$ cat config.mk
export PLATFORM = sky130hd
export DESIGN_NAME = cbm_exec
export DESIGN_NICKNAME = d
export VERILOG_FILES = /design/src/cbm_pkg.sv /design/src/cbm_decode.sv /design/src/cbm_exec.sv
export SDC_FILE = /design/constraint.sdc
export NUM_CORES = 1
export LEC_CHECK = 0
export BUFFER_PORTS_ARGS = -buffer_cell sky130_fd_sc_hd__buf_2
export CORE_ASPECT_RATIO = 1.1
export CORE_MARGIN = 1.5
export CORE_UTILIZATION = 32
export CTS_CLUSTER_SIZE = 24
export DETAILED_ROUTE_END_ITERATION = 10
export PLACE_DENSITY_LB_ADDON = 0.25
export SLEW_MARGIN = 20
export SYNTH_ARGS = -nofsm -noshare
export SYNTH_HDL_FRONTEND = slang
export SYNTH_SLANG_ARGS = --single-unit
$ cat constraint.sdc
create_clock -name i_clk -period 5.05 [get_ports i_clk]
set_clock_uncertainty 0.15 [all_clocks]
set_input_delay 1.01 -clock i_clk [delete_from_list [all_inputs] [get_ports i_clk]]
set_output_delay 1.01 -clock i_clk [all_outputs]
set_load 0.01 [all_outputs]
$ cat src/cbm_pkg.sv
// package for the call/branch/move execution slice of an 8-bit core
// assumes a 14-bit instruction word, single instruction clock
package cbm_pkg;
  // ===========================================================================
  // widths
  localparam int unsigned INSTR_W    = 14;
  localparam int unsigned ADDR_W     = 11;
  localparam int unsigned DATA_W     = 8;
  localparam int unsigned FILE_AW    = 7;
  localparam int unsigned PAGE_AW    = 4;
  localparam int unsigned STACK_LVLS = 8;
  localparam int unsigned SP_W       = 3;
  // ===========================================================================
  // control-page address window
  localparam logic [3:0] PAGE_ADDR_MIN = 4'h5;
  localparam logic [3:0] PAGE_ADDR_MAX = 4'hf;
  // ===========================================================================
  // opcode matching: (instr & mask) == match
  localparam logic [13:0] OPM_PAGE   = 14'h3ff0;
  localparam logic [13:0] OPC_PAGE   = 14'h0000;
  localparam logic [13:0] OPM_CALL   = 14'h3800;
  localparam logic [13:0] OPC_CALL   = 14'h3000;
  localparam logic [13:0] OPM_JUMP   = 14'h3800;
  localparam logic [13:0] OPC_JUMP   = 14'h3800;
  localparam logic [13:0] OPM_MOVI   = 14'h3f00;
  localparam logic [13:0] OPC_MOVI   = 14'h1e00;
  localparam logic [13:0] OPM_MOVE_WORK_TO_FILE  = 14'h3f80;
  localparam logic [13:0] OPC_MOVE_WORK_TO_FILE  = 14'h0080;
  localparam logic [13:0] OPM_MOVE_FILE_TO_TARGET   = 14'h3f00;
  localparam logic [13:0] OPC_MOVE_FILE_TO_TARGET   = 14'h0800;
  localparam int unsigned DEST_BIT   = 7;
  // ===========================================================================
  // reset values
  localparam logic [10:0] PTR_RST    = 11'h000;
  localparam logic [7:0]  WORK_RST   = 8'h00;
  localparam logic [2:0]  SP_RST     = 3'h0;

  typedef enum logic [2:0] {
    CBM_NONE, CBM_PAGE, CBM_CALL, CBM_JUMP, CBM_MOVI, CBM_MOVE_WORK_TO_FILE, CBM_MOVE_FILE_TO_TARGET
  } cbm_op_e;

  // file / control-page write request
  typedef struct packed {
    logic       file_we;
    logic [6:0] file_addr;
    logic [7:0] file_wdata;
    logic       page_we;
    logic [3:0] page_addr;
    logic [7:0] page_wdata;
  } cbm_wr_s;
endpackage : cbm_pkg

$ cat src/cbm_decode.sv
// opcode classifier for the executed subset
// assumes a combinational consumer on the same clock
module cbm_decode (
  input  wire logic [13:0]     i_instr,
  output cbm_pkg::cbm_op_e     o_op
);
  always_comb begin
    if ((i_instr & cbm_pkg::OPM_JUMP) == cbm_pkg::OPC_JUMP) begin
      o_op = cbm_pkg::CBM_JUMP;
    end else if ((i_instr & cbm_pkg::OPM_CALL) == cbm_pkg::OPC_CALL) begin
      o_op = cbm_pkg::CBM_CALL;
    end else if ((i_instr & cbm_pkg::OPM_MOVI) == cbm_pkg::OPC_MOVI) begin
      o_op = cbm_pkg::CBM_MOVI;
    end else if ((i_instr & cbm_pkg::OPM_MOVE_FILE_TO_TARGET) == cbm_pkg::OPC_MOVE_FILE_TO_TARGET) begin
      o_op = cbm_pkg::CBM_MOVE_FILE_TO_TARGET;
    end else if ((i_instr & cbm_pkg::OPM_MOVE_WORK_TO_FILE) == cbm_pkg::OPC_MOVE_WORK_TO_FILE) begin
      o_op = cbm_pkg::CBM_MOVE_WORK_TO_FILE;
    end else if ((i_instr & cbm_pkg::OPM_PAGE) == cbm_pkg::OPC_PAGE
                 && i_instr[3:0] >= cbm_pkg::PAGE_ADDR_MIN) begin
      o_op = cbm_pkg::CBM_PAGE;
    end else begin
      o_op = cbm_pkg::CBM_NONE;
    end
  end
endmodule : cbm_decode

$ cat src/cbm_exec.sv
// execution slice: control-page write, long call, long jump, three moves
// assumes program memory returns i_instr for o_iptr_q one cycle later and
// the file array returns i_file_rdata combinationally for the operand
// Overview of operation
// - control-page write copies working reg to page reg 5..15, one cycle
// - long call pushes its own address plus one (the current instruction pointer) onto the return stack
// - long call loads 11-bit target, two cycles, flags unchanged
// - long call advances stack pointer one level; pushed value is new top
// - long jump loads 11-bit target, two cycles, stack and flags untouched
// - move immediate loads 8-bit value into working reg, one cycle
// - move-to-file writes working reg to file reg 0..127, one cycle
// - move-file writes value to working reg (d=0) or back to file (d=1)
// - move-file sets zero flag from moved value whatever the destination
module cbm_exec #(
  parameter int unsigned STACK_LVLS = cbm_pkg::STACK_LVLS
) (
  input  wire logic                 i_clk,
  input  wire logic                 i_rst_n,
  input  wire logic [13:0]          i_instr,
  input  wire logic [7:0]           i_file_rdata,
  output logic      [10:0]          o_iptr_q,
  output logic      [7:0]           o_work_q,
  output logic                      o_zero_q,
  output logic      [2:0]           o_sp_q,
  output logic      [10:0]          o_tos_q,
  output logic                      o_bubble_q,
  output cbm_pkg::cbm_wr_s          o_wr_q
);
  // ===========================================================================
  // decode
  cbm_pkg::cbm_op_e op;
  logic [10:0]      stack_q [STACK_LVLS];
  logic             exec;
  logic [10:0]      pc_of_instr;
  logic [2:0]       sp_inc;

  cbm_decode u_dec (
    .i_instr (i_instr),
    .o_op    (op)
  );

  // the word on i_instr was fetched from the previous pointer value
  assign exec        = !o_bubble_q;
  assign pc_of_instr = o_iptr_q - 11'h001;
  assign sp_inc      = o_sp_q + 3'h1;

  // ===========================================================================
  // instruction pointer and bubble
  // the word fetched behind a transfer is dropped rather than stalled on
  always_ff @(posedge i_clk or negedge i_rst_n) begin
    if (!i_rst_n) begin
      o_iptr_q   <= cbm_pkg::PTR_RST;
      o_bubble_q <= 1'b1;
    end else if (exec && (op == cbm_pkg::CBM_CALL ||
                          op == cbm_pkg::CBM_JUMP)) begin
      o_iptr_q   <= i_instr[10:0];
      o_bubble_q <= 1'b1;
    end else begin
      o_iptr_q   <= o_iptr_q + 11'h001;
      o_bubble_q <= 1'b0;
    end
  end

  // ===========================================================================
  // return stack; overflow wraps, depth limit is the caller's business
  always_ff @(posedge i_clk or negedge i_rst_n) begin
    if (!i_rst_n) begin
      o_sp_q  <= cbm_pkg::SP_RST;
      o_tos_q <= cbm_pkg::PTR_RST;
    end else if (exec && op == cbm_pkg::CBM_CALL) begin
      o_sp_q  <= sp_inc;
      o_tos_q <= pc_of_instr + 11'h001;
    end
  end

  always_ff @(posedge i_clk) begin
    if (exec && op == cbm_pkg::CBM_CALL) begin
      stack_q[sp_inc] <= pc_of_instr + 11'h001;
    end
  end

  // ===========================================================================
  // working register and zero flag
  always_ff @(posedge i_clk or negedge i_rst_n) begin
    if (!i_rst_n) begin
      o_work_q <= cbm_pkg::WORK_RST;
    end else if (exec && op == cbm_pkg::CBM_MOVI) begin
      o_work_q <= i_instr[7:0];
    end else if (exec && op == cbm_pkg::CBM_MOVE_FILE_TO_TARGET &&
                 !i_instr[cbm_pkg::DEST_BIT]) begin
      o_work_q <= i_file_rdata;
    end
  end

  always_ff @(posedge i_clk or negedge i_rst_n) begin
    if (!i_rst_n) begin
      o_zero_q <= 1'b0;
    end else if (exec && op == cbm_pkg::CBM_MOVE_FILE_TO_TARGET) begin
      o_zero_q <= (i_file_rdata == 8'h00);
    end
  end

  // ===========================================================================
  // write requests, one-cycle pulses
  always_ff @(posedge i_clk or negedge i_rst_n) begin
    if (!i_rst_n) begin
      o_wr_q <= '0;
    end else begin
      o_wr_q            <= '0;
      o_wr_q.file_addr  <= i_instr[6:0];
      o_wr_q.page_addr  <= i_instr[3:0];
      o_wr_q.page_wdata <= o_work_q;
      o_wr_q.file_wdata <= (op == cbm_pkg::CBM_MOVE_FILE_TO_TARGET) ? i_file_rdata
                                                       : o_work_q;
      if (exec && op == cbm_pkg::CBM_PAGE) begin
        o_wr_q.page_we <= 1'b1;
      end
      if (exec && (op == cbm_pkg::CBM_MOVE_WORK_TO_FILE ||
                   (op == cbm_pkg::CBM_MOVE_FILE_TO_TARGET &&
                    i_instr[cbm_pkg::DEST_BIT]))) begin
        o_wr_q.file_we <= 1'b1;
      end
    end
  end

  // ===========================================================================
  // checks: control page and moves
  page_write_a: assert property (
    @(posedge i_clk) disable iff (!i_rst_n)
    exec && op == cbm_pkg::CBM_PAGE |=> o_wr_q.page_we &&
      o_wr_q.page_wdata == $past(o_work_q) &&
      o_wr_q.page_addr == $past(i_instr[3:0]) &&
      o_wr_q.page_addr >= cbm_pkg::PAGE_ADDR_MIN && $stable(o_zero_q))
    else $error("page write wrong");

  page_refuse_a: assert property (
    @(posedge i_clk) disable iff (!i_rst_n)
    exec && (i_instr & cbm_pkg::OPM_PAGE) == cbm_pkg::OPC_PAGE &&
      i_instr[3:0] < cbm_pkg::PAGE_ADDR_MIN |=> !o_wr_q.page_we)
    else $error("page write below window");

  move_imm_a: assert property (
    @(posedge i_clk) disable iff (!i_rst_n)
    exec && op == cbm_pkg::CBM_MOVI |=> o_work_q == $past(i_instr[7:0])
      && $stable(o_zero_q))
    else $error("immediate move wrong");

  move_file_a: assert property (
    @(posedge i_clk) disable iff (!i_rst_n)
    exec && op == cbm_pkg::CBM_MOVE_WORK_TO_FILE |=> o_wr_q.file_we &&
      o_wr_q.file_wdata == $past(o_work_q) &&
      o_wr_q.file_addr == $past(i_instr[6:0]) && $stable(o_zero_q))
    else $error("work to file wrong");

  move_dest_a: assert property (
    @(posedge i_clk) disable iff (!i_rst_n)
    exec && op == cbm_pkg::CBM_MOVE_FILE_TO_TARGET |=>
      o_wr_q.file_we == $past(i_instr[cbm_pkg::DEST_BIT]) &&
      o_zero_q == ($past(i_file_rdata) == 8'h00))
    else $error("file move wrong");

  move_work_a: assert property (
    @(posedge i_clk) disable iff (!i_rst_n)
    exec && op == cbm_pkg::CBM_MOVE_FILE_TO_TARGET && !i_instr[cbm_pkg::DEST_BIT] |=>
      o_work_q == $past(i_file_rdata))
    else $error("file to work wrong");

  move_back_a: assert property (
    @(posedge i_clk) disable iff (!i_rst_n)
    exec && op == cbm_pkg::CBM_MOVE_FILE_TO_TARGET && i_instr[cbm_pkg::DEST_BIT] |=>
      $stable(o_work_q) && o_wr_q.file_wdata == $past(i_file_rdata) &&
      o_wr_q.file_addr == $past(i_instr[6:0]))
    else $error("file write back wrong");

  // ===========================================================================
  // checks: call and jump
  call_push_a: assert property (
    @(posedge i_clk) disable iff (!i_rst_n)
    exec && op == cbm_pkg::CBM_CALL |=> o_tos_q == $past(o_iptr_q))
    else $error("call return address wrong");

  call_target_a: assert property (
    @(posedge i_clk) disable iff (!i_rst_n)
    exec && op == cbm_pkg::CBM_CALL |=> o_iptr_q == $past(i_instr[10:0])
      && o_bubble_q && $stable(o_zero_q))
    else $error("call target wrong");

  stack_level_a: assert property (
    @(posedge i_clk) disable iff (!i_rst_n)
    exec && op == cbm_pkg::CBM_CALL |=> o_sp_q == $past(o_sp_q) + 3'h1)
    else $error("stack pointer not advanced");

  stack_top_a: assert property (
    @(posedge i_clk) disable iff (!i_rst_n)
    exec && op == cbm_pkg::CBM_CALL |=> stack_q[o_sp_q] == o_tos_q)
    else $error("pushed address not on top");

  jump_target_a: assert property (
    @(posedge i_clk) disable iff (!i_rst_n)
    exec && op == cbm_pkg::CBM_JUMP |=> o_iptr_q == $past(i_instr[10:0])
      && o_bubble_q && $stable(o_sp_q) && $stable(o_tos_q) &&
      $stable(o_zero_q))
    else $error("jump wrong");

  // ===========================================================================
  // checks: the dropped word
  bubble_a: assert property (
    @(posedge i_clk) disable iff (!i_rst_n)
    o_bubble_q |=> !o_wr_q.page_we && !o_wr_q.file_we && !o_bubble_q)
    else $error("bubble executed");

  bubble_hold_a: assert property (
    @(posedge i_clk) disable iff (!i_rst_n)
    o_bubble_q |=> $stable(o_work_q) && $stable(o_zero_q) &&
      $stable(o_sp_q) && $stable(o_tos_q))
    else $error("bubble changed state");

  bubble_step_a: assert property (
    @(posedge i_clk) disable iff (!i_rst_n)
    o_bubble_q |=> o_iptr_q == $past(o_iptr_q) + 11'h001)
    else $error("bubble did not resume at target");
endmodule : cbm_exec

# Word-level counts from Yosys, hierarchy flattened
# Index checks and enable logic that the tools add are counted.
[word_totals]
register_bits = 64
latch_bits = 0
ramBits = 0
rom_bits = 0
in_bits = 24
output_inout_bits = 64
elab_cells = 57
mem_count = 0
[classes]
add_sub_neg = 4
mul = 0
div = 0
order_cmp = 1
eq_ne = 11
shift = 0
mux = 13
bitwise_logic = 0
reduce_logical = 16
[ops]
columns = ["op", "n"]
rows = [
  ["$mux W8", 3],
  ["$add A11 B1 Y11 const B", 2],
  ["$eq A3 B3 Y1 const B", 5],
  ["$mux W3", 5],
  ["$logic_not A14 Y1", 1],
  ["$mux W11", 1],
  ["$sub A11 B1 Y11 const B", 1],
  ["$logic_and A1 B1 Y1", 9],
  ["$logic_not A8 Y1", 1],
  ["$eq A7 B1 Y1 const B", 1],
  ["$eq A3 B2 Y1 const B", 2],
  ["$eq A6 B4 Y1 const B", 1],
  ["$eq A6 B5 Y1 const B", 1],
  ["$ge A4 B3 Y1 const B", 1],
  ["$mux W1", 4],
  ["$add A3 B1 Y3 const B", 1],
  ["$eq A3 B1 Y1 const B", 1],
  ["$logic_not A1 Y1", 2],
  ["$logic_or A1 B1 Y1", 2],
  ["$reduce_bool A2 Y1", 1],
]

# Logic depth before layout (Yosys ltp)
# Gate-level depths: netlist of the first run.
[depth]
depth_word = 13
depth_mapped = 6
depth_no_buf = 5

# Hierarchy
# Synthesis of the first run repeated with hierarchy kept, for this count alone.
[unflattened]
cells_unflattened = 196
hier_area_um2 = 2452.4
[by_module_without_submodules]
columns = ["module", "instances", "cells_per_inst", "area_per_inst_um2", "seq_area_each_um2"]
rows = [
  ["cbm_exec", 1, 182, 2357.3, 1502.7],
  ["cbm_decode", 1, 14, 95.1, 0.0],
]

# Worst setup path after synthesis of the first run
# OpenSTA, ideal clock, no wires.
[synth_path]
path_type = "input port to flip-flop"
from = "in i_instr[9]"
to = "reg o_sp_q[1]"
setup_time_ps = 125
arrival_time_ps = 2390
path_slack_ps = 2385
stages = 5
n_path_buf = 1
cell_sequence = "nor3_2 > o2bb2ai_1 > nor3b_2 > buf_6 > mux2_4"
[synth_via]
elab_chain_len = 10
elab_cells_between_ends = 13
classes_between = "eq/ne (4); mux (6); reduce/logical (3)"
[synth_rtl]
columns = ["element", "line_no", "source"]
rows = [
  ["start: declaration", "cbm_exec.sv:19", "input wire logic [13:0] i_instr,"],
  ["$logic_not A14 Y1", "cbm_decode.sv:18", "end else if ((i_instr & cbm_pkg::OPM_PAGE) == cbm_pkg::OPC_PAGE"],
  ["$logic_and A1 B1 Y1", "cbm_decode.sv:19", "&& i_instr[3:0] >= cbm_pkg::PAGE_ADDR_MIN) begin"],
  ["$mux W1", "cbm_decode.sv:18", ""],
  ["$mux W3", "cbm_decode.sv:16", "end else if ((i_instr & cbm_pkg::OPM_MOVE_WORK_TO_FILE) == cbm_pkg::OPC_MOVE_WORK_TO_FILE) begin"],
  ["$mux W3", "cbm_decode.sv:14", "end else if ((i_instr & cbm_pkg::OPM_MOVE_FILE_TO_TARGET) == cbm_pkg::OPC_MOVE_FILE_TO_TARGET) begin"],
  ["$mux W3 (*)", "cbm_decode.sv:12", "end else if ((i_instr & cbm_pkg::OPM_MOVI) == cbm_pkg::OPC_MOVI) begin"],
  ["$mux W3 (*)", "cbm_decode.sv:10", "end else if ((i_instr & cbm_pkg::OPM_CALL) == cbm_pkg::OPC_CALL) begin"],
  ["$mux W3 (*)", "cbm_decode.sv:8", "if ((i_instr & cbm_pkg::OPM_JUMP) == cbm_pkg::OPC_JUMP) begin"],
  ["$eq A3 B2 Y1 (*)", "--", ""],
  ["$logic_and A1 B1 Y1 (*)", "--", ""],
  ["end signal: assignment", "cbm_exec.sv:68", "o_sp_q <= cbm_pkg::SP_RST;"],
  ["end signal: assignment", "cbm_exec.sv:71", "o_sp_q <= sp_inc;"],
  ["end: declaration", "cbm_exec.sv:24", "output logic [2:0] o_sp_q,"],
]
# Every way passes the cells marked *; elsewhere a longest branch is shown, timed or not.
# A chain may end at the register's enable or synchronous reset.

# Worst setup path in the final report of the first run
[layout_path]
from = "in i_instr[9]"
to = "reg o_tos_q[1]"
[layout_via]
elab_chain_len = 10
elab_cells_between_ends = 13
classes_between = "eq/ne (4); mux (6); reduce/logical (3)"
[layout_rtl]
columns = ["element", "line_no", "source"]
rows = [
  ["$logic_not A14 Y1", "cbm_decode.sv:18", ""],
  ["$logic_and A1 B1 Y1", "cbm_decode.sv:19", ""],
  ["$mux W1", "cbm_decode.sv:18", ""],
  ["$mux W3", "cbm_decode.sv:16", ""],
  ["$mux W3", "cbm_decode.sv:14", ""],
  ["$mux W3 (*)", "cbm_decode.sv:12", ""],
  ["$mux W3 (*)", "cbm_decode.sv:10", ""],
  ["$mux W3 (*)", "cbm_decode.sv:8", ""],
  ["$eq A3 B2 Y1 (*)", "--", ""],
  ["$logic_and A1 B1 Y1 (*)", "--", ""],
  ["end signal: assignment", "cbm_exec.sv:69", "o_tos_q <= cbm_pkg::PTR_RST;"],
  ["end signal: assignment", "cbm_exec.sv:72", "o_tos_q <= pc_of_instr + 11'h001;"],
  ["end: declaration", "cbm_exec.sv:25", "output logic [10:0] o_tos_q,"],
]
# Marked as above.

==> results.ini, run 1 <==
[outcome]
status = finished, final reports clean

[die]
pin_count = 88
design.die.area_um2 = 8930
fp.dieW_um = 90.2
core_area_um2 = 8000
start_util = 0.335
row_count = 34
die_height_um = 99.0

[yosys]
seq_area_frac_synth = 0.561
synthCells = 237
ys_ff_latch = 60
yosys.cell_types.count = 43
syn_area_um2 = 2680
syn_avg_cell_area_um2 = 11.3
syn_nets = 263
synthArstFlopShare = 1.00
ys.flop_type = dfrtp_1
synth_edf_count = 0
yosysWarnings = 0

[finish]
n_antenna_cell = 0
drive_gt1_frac = 0.396
fin_util = 0.426
nets = 349
area_growth_pct = 27.2

[place]
hpwl_um = 4580
io_buffers = 87
finalWeightedCongestion = 0.863

[setup_path]
crit_path_max_incr_delay_ps = 550
required_ps = 5130
startpoint_type = primary input
cpMaxStageDelayCell = nor3_2
reg2reg_to = o_zero_q$_DFFE_PN0P_
crit_fanout = 13
critical_path_arrival_ps = 2770
path_cells = buf_2, nor3_2, o2bb2ai_1, nor3b_2, buf_4, mux2_2
rr_startpoint = o_bubble_q$_DFF_PN1_
end_kind = register
r2r_cells = 4
rrSetupSlack_ps = 2830
path_class = in -> reg

[job]
maxCapViolCount = 0

[pwr]
ir_drop_v = 0.000148
powerDensity_nw_per_um2 = 483
p_leak_nw = 1.60

[route]
firstDrtPassIters = 4
vias = 2125
ant_nets = 0
drt-wirelength-per-cell_um = 14.9
drc = 0
post_drt_via_cell_ratio = 4.87
drtIter0Drc = 90
wl_um = 6510

[global_route]
grt_first_pass_wirelength_um = 10900
grt_pass1_vias = 2021
gr-total-overflow = 0
grt_antenna_before_repair = 0
grt_start_max_net_pins = 61
track_usage = 0.158

[sta]
setup-tns-final_ps = 0
maxSlewViolCount = 0
setup_viol = 0
fin_crit_ps = 2690
max_slew_margin = 0.464
rsz0062_at_grt = no
finalHoldViolations = 0
fmax_ghz = 0.371
period_share = 0.533
worst_pin_slew_ps = 804

[cts]
cts_resized = 0
htreeDepth = 3
clock_latency_ps = 340
cts_tree = built
cts.sinks = 60
numCtsBuffers = 9
root_buffer = clkbuf_8
path_clk_slew_ps = 70
cts.path.max_buffers = 2
cts_hold_buf = 0
cts_setup_buffers = 0

[hold_path]
hold_start = o_work_q[1]$_DFFE_PN0P_
worstHoldEndpoint = o_wr_q[1]$_DFF_PN0_
holdCritPathClass = reg -> reg
holdPathStages = 0

## worst max path at each step
stage                           from                 endpoint  slack (ps)  cells after the start
final                     i_instr[9]   o_tos_q[1]$_DFFE_PN0P_        2360                      6
after global routing      i_instr[8]   o_tos_q[1]$_DFFE_PN0P_        2210                      6
after CTS                 i_instr[9]  o_work_q[2]$_DFFE_PN0P_        2140                      5
after detailed placement  i_instr[9]  o_work_q[2]$_DFFE_PN0P_        1770                      5
after global placement    i_instr[9]  o_work_q[6]$_DFFE_PN0P_        1820                      5
after floorplan           i_instr[9]    o_sp_q[1]$_DFFE_PN0P_        2380                      5
## critical path, delay by kind of cell
kind	cells	cell delay [ps]
buffers and inverters	2	400
and+or+nand+nor	2	750
muxes	1	360
AOI/OAI and AO/OA	1	240
## final cells by class
class | count | area, um2
Inverter | 12 | 45.0
Fill cell | 833 | 4590
Tap cell | 108 | 135
Clock inverter | 5 | 75.1
Timing Repair Buffer | 89 | 450
Multi-Input combinational cell | 151 | 1060
Sequential cell | 60 | 1500
Clock buffer | 11 | 141
## metal layers
metal  routed length (um)  GRT usage  vias to the layer above
met5                    0          0                        -
met4                  154     0.0806                        0
met3                  403     0.0455                       17
met2                 2900      0.227                       76
met1                 3060      0.218                     1027
li1                     -          -                     1005
## stage by stage
step                      setup slack (ps)  hold WS [ps]  cells  total power (W)  area (um2)
final                                 2360           284    436          0.00164        3410
after global routing                  2210           296    436          0.00175        3410
after CTS                             2140           289    436          0.00167        3400
after detailed placement              1770           273    420          0.00118        3180
after global placement                1820           259    420          0.00117        3180
after floorplan                       2380           304    237         0.000976        2680
## synth_stat cells (all sizes together) (2+ instances only)
| cell | n | area (um2) |
|---|---|---|
| dfrtp | 59 | 1480 |
| nor2 | 23 | 86.3 |
| o21ai | 17 | 85.1 |
| nand2 | 15 | 56.3 |
| mux2 | 13 | 180 |
| nor3 | 13 | 75.1 |
| a21oi | 12 | 63.8 |
| inv | 12 | 45.0 |
| nand3 | 12 | 60.1 |
| a221oi | 7 | 61.3 |
| buf | 7 | 53.8 |
| clkbuf | 7 | 26.3 |
| xnor2 | 6 | 52.6 |
| xor2 | 5 | 43.8 |
| nor4 | 3 | 18.8 |
| a2111oi | 2 | 37.5 |
| a211oi | 2 | 15.0 |
| ha | 2 | 25.0 |
| nor3b | 2 | 31.3 |
| o2bb2ai | 2 | 23.8 |
| or2 | 2 | 12.5 |
| or3 | 2 | 17.5 |
## kinds of logic (layout without fill, tap and decap cells)
group,Yosys count,count (layout),share of synthesized area
xor+xnor,11,11,0.0360
fa+ha+maj,2,2,0.00934
flops,60,60,0.561
buf+inv,26,117,0.0467
mux,14,14,0.0710
compound gates,46,46,0.118
simple gates,78,78,0.158
## power by group
group / switching, W / internal, W
Clock: 0.000189 / 0.000289
Combinational: 0.000222 / 0.000228
Sequential: 0.000108 / 0.000609
## state kept, by name, summed over array words and instances, names as in the netlist
signal	flops
o_tos_q	11
o_sp_q	3
o_iptr_q	11
o_zero_q	1
o_wr_q	25
o_work_q	8
o_bubble_q	1
## layout by cell type (no fill, tap or decap), types with 2 or more instances in the layout
master	n
a21oi_1	11
xnor2_1	6
xor2_1	5
buf_2	87
mux2_4	9
o21ai_0	17
dfrtp_1	59
ha_1	2
mux2_2	4
bufinv_16	2
nor4_1	3
inv_1	12
nor2_1	23
buf_4	2
nand2_1	15
clkbuf_8	10
clkinv_2	3
a211oi_1	2
or2_2	2
nor3_1	11
nand3_1	12
a221oi_1	7
(Power assumes the default switching activity.)
==> run 2, diff against run 1 <==
Settings changed: ABC_AREA from default to 1.
Clock period 5.05 ns to 2.25 ns, I/O delays scaled along.
==> results.ini, run 2 <==
[cts]
path_clk_slew_ps = 70  ; about the same
clock_latency_ps = 340  ; about the same
numCtsBuffers = 9  ; unchanged
cts.path.max_buffers = 2  ; unchanged
cts_resized = 0  ; unchanged
cts_tree = built
root_buffer = clkbuf_8
htreeDepth = 3  ; unchanged
cts.sinks = 60  ; unchanged

[finish]
drive_gt1_frac = 0.294  ; -0.103
final_common_cell = nand2_1
mostFrequentLayoutCells = nand2_1, buf_2, dfrtp_1, inv_1, o21ai_0
area_growth_pct = 31.3
top_register = o_wr_q
stdcell_count = 503  ; +15%
largest_register_ffs = 25  ; unchanged
final_area_um2 = 3430  ; +0.62%
reg.largest.list = o_wr_q (25), o_iptr_q (11), o_tos_q (11)
fillerInstances = 861  ; +3.4%
nets = 416  ; +19%
n_antenna_cell = 0  ; unchanged

[sta]
setup_viol = 0  ; unchanged
hold_ws_ps = 109  ; -175 ps
worst_pin_slew_ps = 507  ; -297 ps
period_share = 0.832
setup-tns-final_ps = 0  ; unchanged
finalHoldViolations = 0  ; unchanged
rsz0062_at_grt = no
max_slew_margin = 0.662  ; +0.198
fmax_ghz = 0.534
fin_crit_ps = 1870
maxSlewViolCount = 0  ; unchanged

[global_route]
gr-total-overflow = 0  ; unchanged
grt_pass1_vias = 2206  ; +9.2%
grt_start_max_net_pins = 25  ; -59%
track_usage = 0.164  ; +0.00527
grt_antenna_before_repair = 0  ; unchanged
grt_first_pass_wirelength_um = 10700  ; -1.4%

[yosys]
synthArstFlopShare = 1.00  ; unchanged
yosys-top-cells-area = dfrtp_1, nand2_1, o21ai_0, inv_1, nand3_1
yosysTopAreaCell = dfrtp_1
synth_top_area_frac = 0.565  ; +0.0143
synth_edf_count = 0  ; unchanged
synthCells = 296  ; +25%
ys.flop_type = dfrtp_1
ys_ff_latch = 60  ; unchanged
synth_most_common_cell = nand2_1
yosysWarnings = 0  ; unchanged
syn_avg_cell_area_um2 = 8.82  ; -22%
syn_nets = 322  ; +22%
synth_commonest_cells = nand2_1, dfrtp_1, inv_1, o21ai_0, nand3_1
yosys.cell_types.count = 24  ; -44%
syn_area_um2 = 2610  ; -2.5%
seq_area_frac_synth = 0.575  ; +0.0145

[setup_path]
path_class = reg -> reg
end_kind = register
required_ps = 2320  ; -2810 ps
startpoint_type = register
critical_path_arrival_ps = 1940  ; -830 ps
startpoint = o_bubble_q$_DFF_PN1_
crit_fanout = 18  ; +5
rr_startpoint = o_bubble_q$_DFF_PN1_

[pwr]
p_leak_nw = 1.88  ; +18%
pwr-share-seq = 0.427  ; -0.009
pwr-share-clk = 0.337  ; +0.046
powerDensity_nw_per_um2 = 1050  ; +120%
ir_drop_v = 0.000347  ; +130%
p_int_w = 0.00248  ; +120%
power_w = 0.00358  ; +120%
sw_frac_of_total = 0.306  ; -0.00879
pwr-share-comb = 0.236  ; -0.037
switching_power_w = 0.00110  ; +110%

[route]
firstDrtPassIters = 4  ; unchanged
drc = 0  ; unchanged
drt-wirelength-per-cell_um = 12.9  ; -13%
ant_nets = 0  ; unchanged
post_drt_via_cell_ratio = 4.51  ; -7.4%
wl_um = 6510  ; about the same
vias = 2270  ; +6.8%
drtIter0Drc = 103  ; +14%

[die]
core_area_um2 = 7910  ; -1.1%
row_count = 34  ; unchanged
die_height_um = 97.7  ; -1.2%
pin_count = 88  ; unchanged
fp.dieW_um = 89.1  ; -1.2%
design.die.area_um2 = 8710  ; -2.4%
start_util = 0.330  ; -0.00494

[place]
finalWeightedCongestion = 0.851  ; -1.3%
dp_cells = 486  ; +16%
place_area_um2 = 3170  ; -0.51%
io_buffers = 87  ; unchanged
hpwl_um = 4970  ; +8.3%

[job]
maxCapViolCount = 0  ; unchanged

[hold_path]
holdCritPathClass = in -> reg
hold_start = i_instr[3]

[outcome]
status = finished, final reports clean

-- run 2: cell types whose count changed after synthesis, sizes merged, moves of 3 or more --
cell and change:
nor3 -12, nor2 -3, nand2 +80, o21ai +13
mux2 -13, a21oi -11, a221oi -7, clkbuf -4
inv +19, xnor2 -4, nand3 +11, nand4 +11
-- run 2: path summary, 6_finish.rpt --
check                                         end  slack (ps)  cells after the start
min reg2reg                   o_wr_q[6]$_DFF_PN0_         280                      0
max reg2reg                o_tos_q[0]$_DFFE_PN0P_         380                      5
min in group asynchronous   o_iptr_q[9]$_DFF_PN0_         460                      2
max in group asynchronous    o_wr_q[18]$_DFF_PN0_         840                      3
max                        o_tos_q[0]$_DFFE_PN0P_         380                      5
min                          o_wr_q[24]$_DFF_PN0_         110                      1
-- run 2: repair_timing --
action	4_1_cts	5_1_grt
buffers inserted	0	0
endpoints found under the hold margin	17	0
hold buffers	1	0
-- run 2: worst max-delay path, stage by stage (launching register included) --
cell     delay [ps]
dfstp_2         390
inv_1           300
nand4_2         450
buf_4           310
nand2_1          60
o21ai_0          80
-- run 2: logic make-up after synthesis --
group,Yosys count,share of synthesized area
XOR/XNOR,5,0.0168
AO/OA/AOI/OAI,33,0.0642
buffers and inverters,43,0.0747
AND/OR/NAND/NOR,153,0.259
flip-flops,60,0.575
adder cells (fa/ha/maj),2,0.00958
-- run 2: routing by layer --
metal / track usage / part of all wire / up-vias
li1: - / - / 1138
met1: 0.208 / 0.44 / 1064
met2: 0.249 / 0.48 / 56
met3: 0.0448 / 0.055 / 12
met4: 0.0899 / 0.024 / 0
met5: 0 / 0 / -
-- run 2: final cells by class --
type	count	area, um2	share of cell area
Sequential cell	60	1500	0.438
Multi-Input combinational cell	193	913	0.266
Clock inverter	4	95.1	0.0277
Clock buffer	12	155	0.0453
Tap cell	108	135	0.0394
Inverter	31	116	0.0339
Timing Repair Buffer	95	510	0.149
-- run 2: through the flow --
stage	util	setup slack, ps
after floorplan	-	704
after global placement	0.400	427
after detailed placement	0.400	376
after CTS	0.433	366
after global routing	0.433	203
final	0.433	379
-- run 2: power by group through the flow --
stage | clock network, W | registers, W | logic, W
floorplan | 0 | 0.00165 | 0.000332
global placement | 0 | 0.00155 | 0.000841
detailed placement | 0 | 0.00156 | 0.000862
CTS | 0.00124 | 0.00154 | 0.000866
global route | 0.00128 | 0.00157 | 0.000963
finish | 0.00121 | 0.00153 | 0.000847
==> run 3, diff against run 2 <==
Settings changed: ABC_AREA 1 to 0.
Clock period 2.25 ns to 1.6 ns, I/O delays scaled along.
==> results.ini, run 3 (synthesis results as in run 1) <==
[place]
finalWeightedCongestion = 0.821  ; -3.5%
hpwl_um = 5100  ; +2.6%
io_buffers = 87  ; unchanged
place_area_um2 = 3600  ; +14%

[pwr]
switching_power_w = 0.00174  ; +59%
sw_frac_of_total = 0.326  ; +0.0197
pwr-share-clk = 0.259  ; -0.078
p_leak_nw = 1.93  ; +2.6%
p_int_w = 0.00360  ; +45%
ir_drop_v = 0.000511  ; +47%
powerDensity_nw_per_um2 = 1310  ; +26%
pwr-share-seq = 0.413  ; -0.014
pwr-share-comb = 0.328  ; +0.092

[outcome]
status = complete, but fails checks
violations = negative setup slack

[die]
core_area_um2 = 8000  ; +1.1%
pin_count = 88  ; unchanged
die_height_um = 99.0  ; +1.2%
start_util = 0.335  ; +0.00494
design.die.area_um2 = 8930  ; +2.5%
fp.dieW_um = 90.2  ; +1.2%
row_count = 34  ; unchanged

[sta]
fmax_ghz = 0.557  ; +4.2%
setup-tns-final_ps = -3220  ; -3220 ps
finalHoldViolations = 0  ; unchanged
setup_viol = 25  ; +25
worst_pin_slew_ps = 378  ; -129 ps
fin_ws_ps = -195  ; -574 ps
max_slew_margin = 0.748  ; +0.0862
maxSlewViolCount = 0  ; unchanged
rsz0062_at_grt = yes
period_share = 1.12  ; +0.290
fin_crit_ps = 1800  ; -76.0 ps

[global_route]
gr-total-overflow = 0  ; unchanged
grt_first_pass_wirelength_um = 11800  ; +10%
grt_pass1_vias = 2320  ; +5.2%
track_usage = 0.172  ; +0.00865
grt_antenna_before_repair = 0  ; unchanged
grt_start_max_net_pins = 61  ; +140%

[cts]
cts.path.max_buffers = 2  ; unchanged
htreeDepth = 3  ; unchanged
path_clk_slew_ps = 80  ; about the same
cts.sinks = 60  ; unchanged
root_buffer = clkbuf_8
clock_latency_ps = 340  ; about the same
numCtsBuffers = 9  ; unchanged
cts_tree = built

[finish]
reg.largest.list = o_wr_q (25), o_iptr_q (11), o_tos_q (11)
n_antenna_cell = 0  ; unchanged
final_common_cell = buf_2
area_growth_pct = 51.6
largest_register_ffs = 25  ; unchanged
mostFrequentLayoutCells = buf_2, dfrtp_1, buf_4, nor2_1, o21ai_0
top_register = o_wr_q
nets = 404  ; -2.9%
drive_gt1_frac = 0.535  ; +0.242
final_area_um2 = 4060  ; +18%
fillerInstances = 786  ; -8.7%

[setup_path]
r2r_cells = 5  ; unchanged
crit_fanout = 8  ; -10
rrSetupSlack_ps = -200  ; -570 ps
critical_path_arrival_ps = 1870  ; -70 ps
end_kind = register
path_class = reg -> reg
startpoint_type = register
required_ps = 1680  ; -640 ps

[route]
drt-wirelength-per-cell_um = 14.8  ; +15%
firstDrtPassIters = 4  ; unchanged
drc = 0  ; unchanged
ant_nets = 0  ; unchanged
drtIter0Drc = 80  ; -22%
vias = 2324  ; +2.4%
wl_um = 7290  ; +12%
post_drt_via_cell_ratio = 4.73  ; +4.9%

[hold_path]
holdCritPathClass = in -> reg
holdPathStages = 2  ; +1

[job]
maxCapViolCount = 0  ; unchanged

## run 3: critical path, stage by stage (launching register included)
cell and delay (ps):
dfstp_2 370, or4b_4 540, a21oi_4 190, buf_8 170, nor3_4 40, a221oi_2 210
## run 3: worst paths after layout
path                                         start                 endpoint
max                           o_bubble_q$_DFF_PN1_  o_work_q[5]$_DFFE_PN0P_
min                                     i_instr[4]     o_wr_q[25]$_DFF_PN0_
max reg2reg                   o_bubble_q$_DFF_PN1_  o_work_q[5]$_DFFE_PN0P_
min reg2reg                o_work_q[1]$_DFFE_PN0P_      o_wr_q[1]$_DFF_PN0_
max in group asynchronous                  i_rst_n     o_bubble_q$_DFF_PN1_
min in group asynchronous                  i_rst_n      o_wr_q[6]$_DFF_PN0_
## run 3: final cells by class
type                            instances  area [um2]  area share
Clock inverter                          5        60.1      0.0148
Timing Repair Buffer                  144         955       0.235
Tap cell                              108         135      0.0333
Inverter                               12        45.0      0.0111
Sequential cell                        60        1500       0.370
Multi-Input combinational cell        151        1220       0.301
Clock buffer                           11         141      0.0348
## run 3: layer usage
metal  GRT usage  up-vias  routed length (um)
li1            -     1114                   -
met1       0.223     1130                3270
met2       0.269       66                3540
met3      0.0363       14                 298
met4      0.0965        0                 189
met5           0        -                   0
## run 3: power groups by stage
stage | Sequential [W] | Combinational, W | Clock, W
4_1_cts | 0.00220 | 0.00174 | 0.00141
3_3_place_gp | 0.00223 | 0.00166 | 0
2_1_floorplan | 0.00244 | 0.000651 | 0
3_5_place_dp | 0.00222 | 0.00169 | 0
6_report | 0.00220 | 0.00175 | 0.00138
5_1_grt | 0.00227 | 0.00191 | 0.00149
## run 3: repair_timing
item / 4_1_cts / 5_1_grt
gates resized for setup: 20 / 20
gates cloned: 2 / 0
pin swaps: 2 / 4
buffers inserted: 6 / 2
hold endpoints to repair: 59 / 0
hold buffers: 1 / 0
endpoints found under the setup margin: 24 / 35
## run 3: metrics by stage
step	total power [W]	hold WS, ps	utilization	cells	setup slack (ps)
2_1_floorplan	0.00309	-126	-	237	-300
3_3_place_gp	0.00388	200	0.450	465	-425
3_5_place_dp	0.00391	202	0.450	465	-482
4_1_cts	0.00536	50.0	0.495	489	-147
5_1_grt	0.00567	54.8	0.508	491	-237
6_report	0.00534	57.6	0.508	491	-195
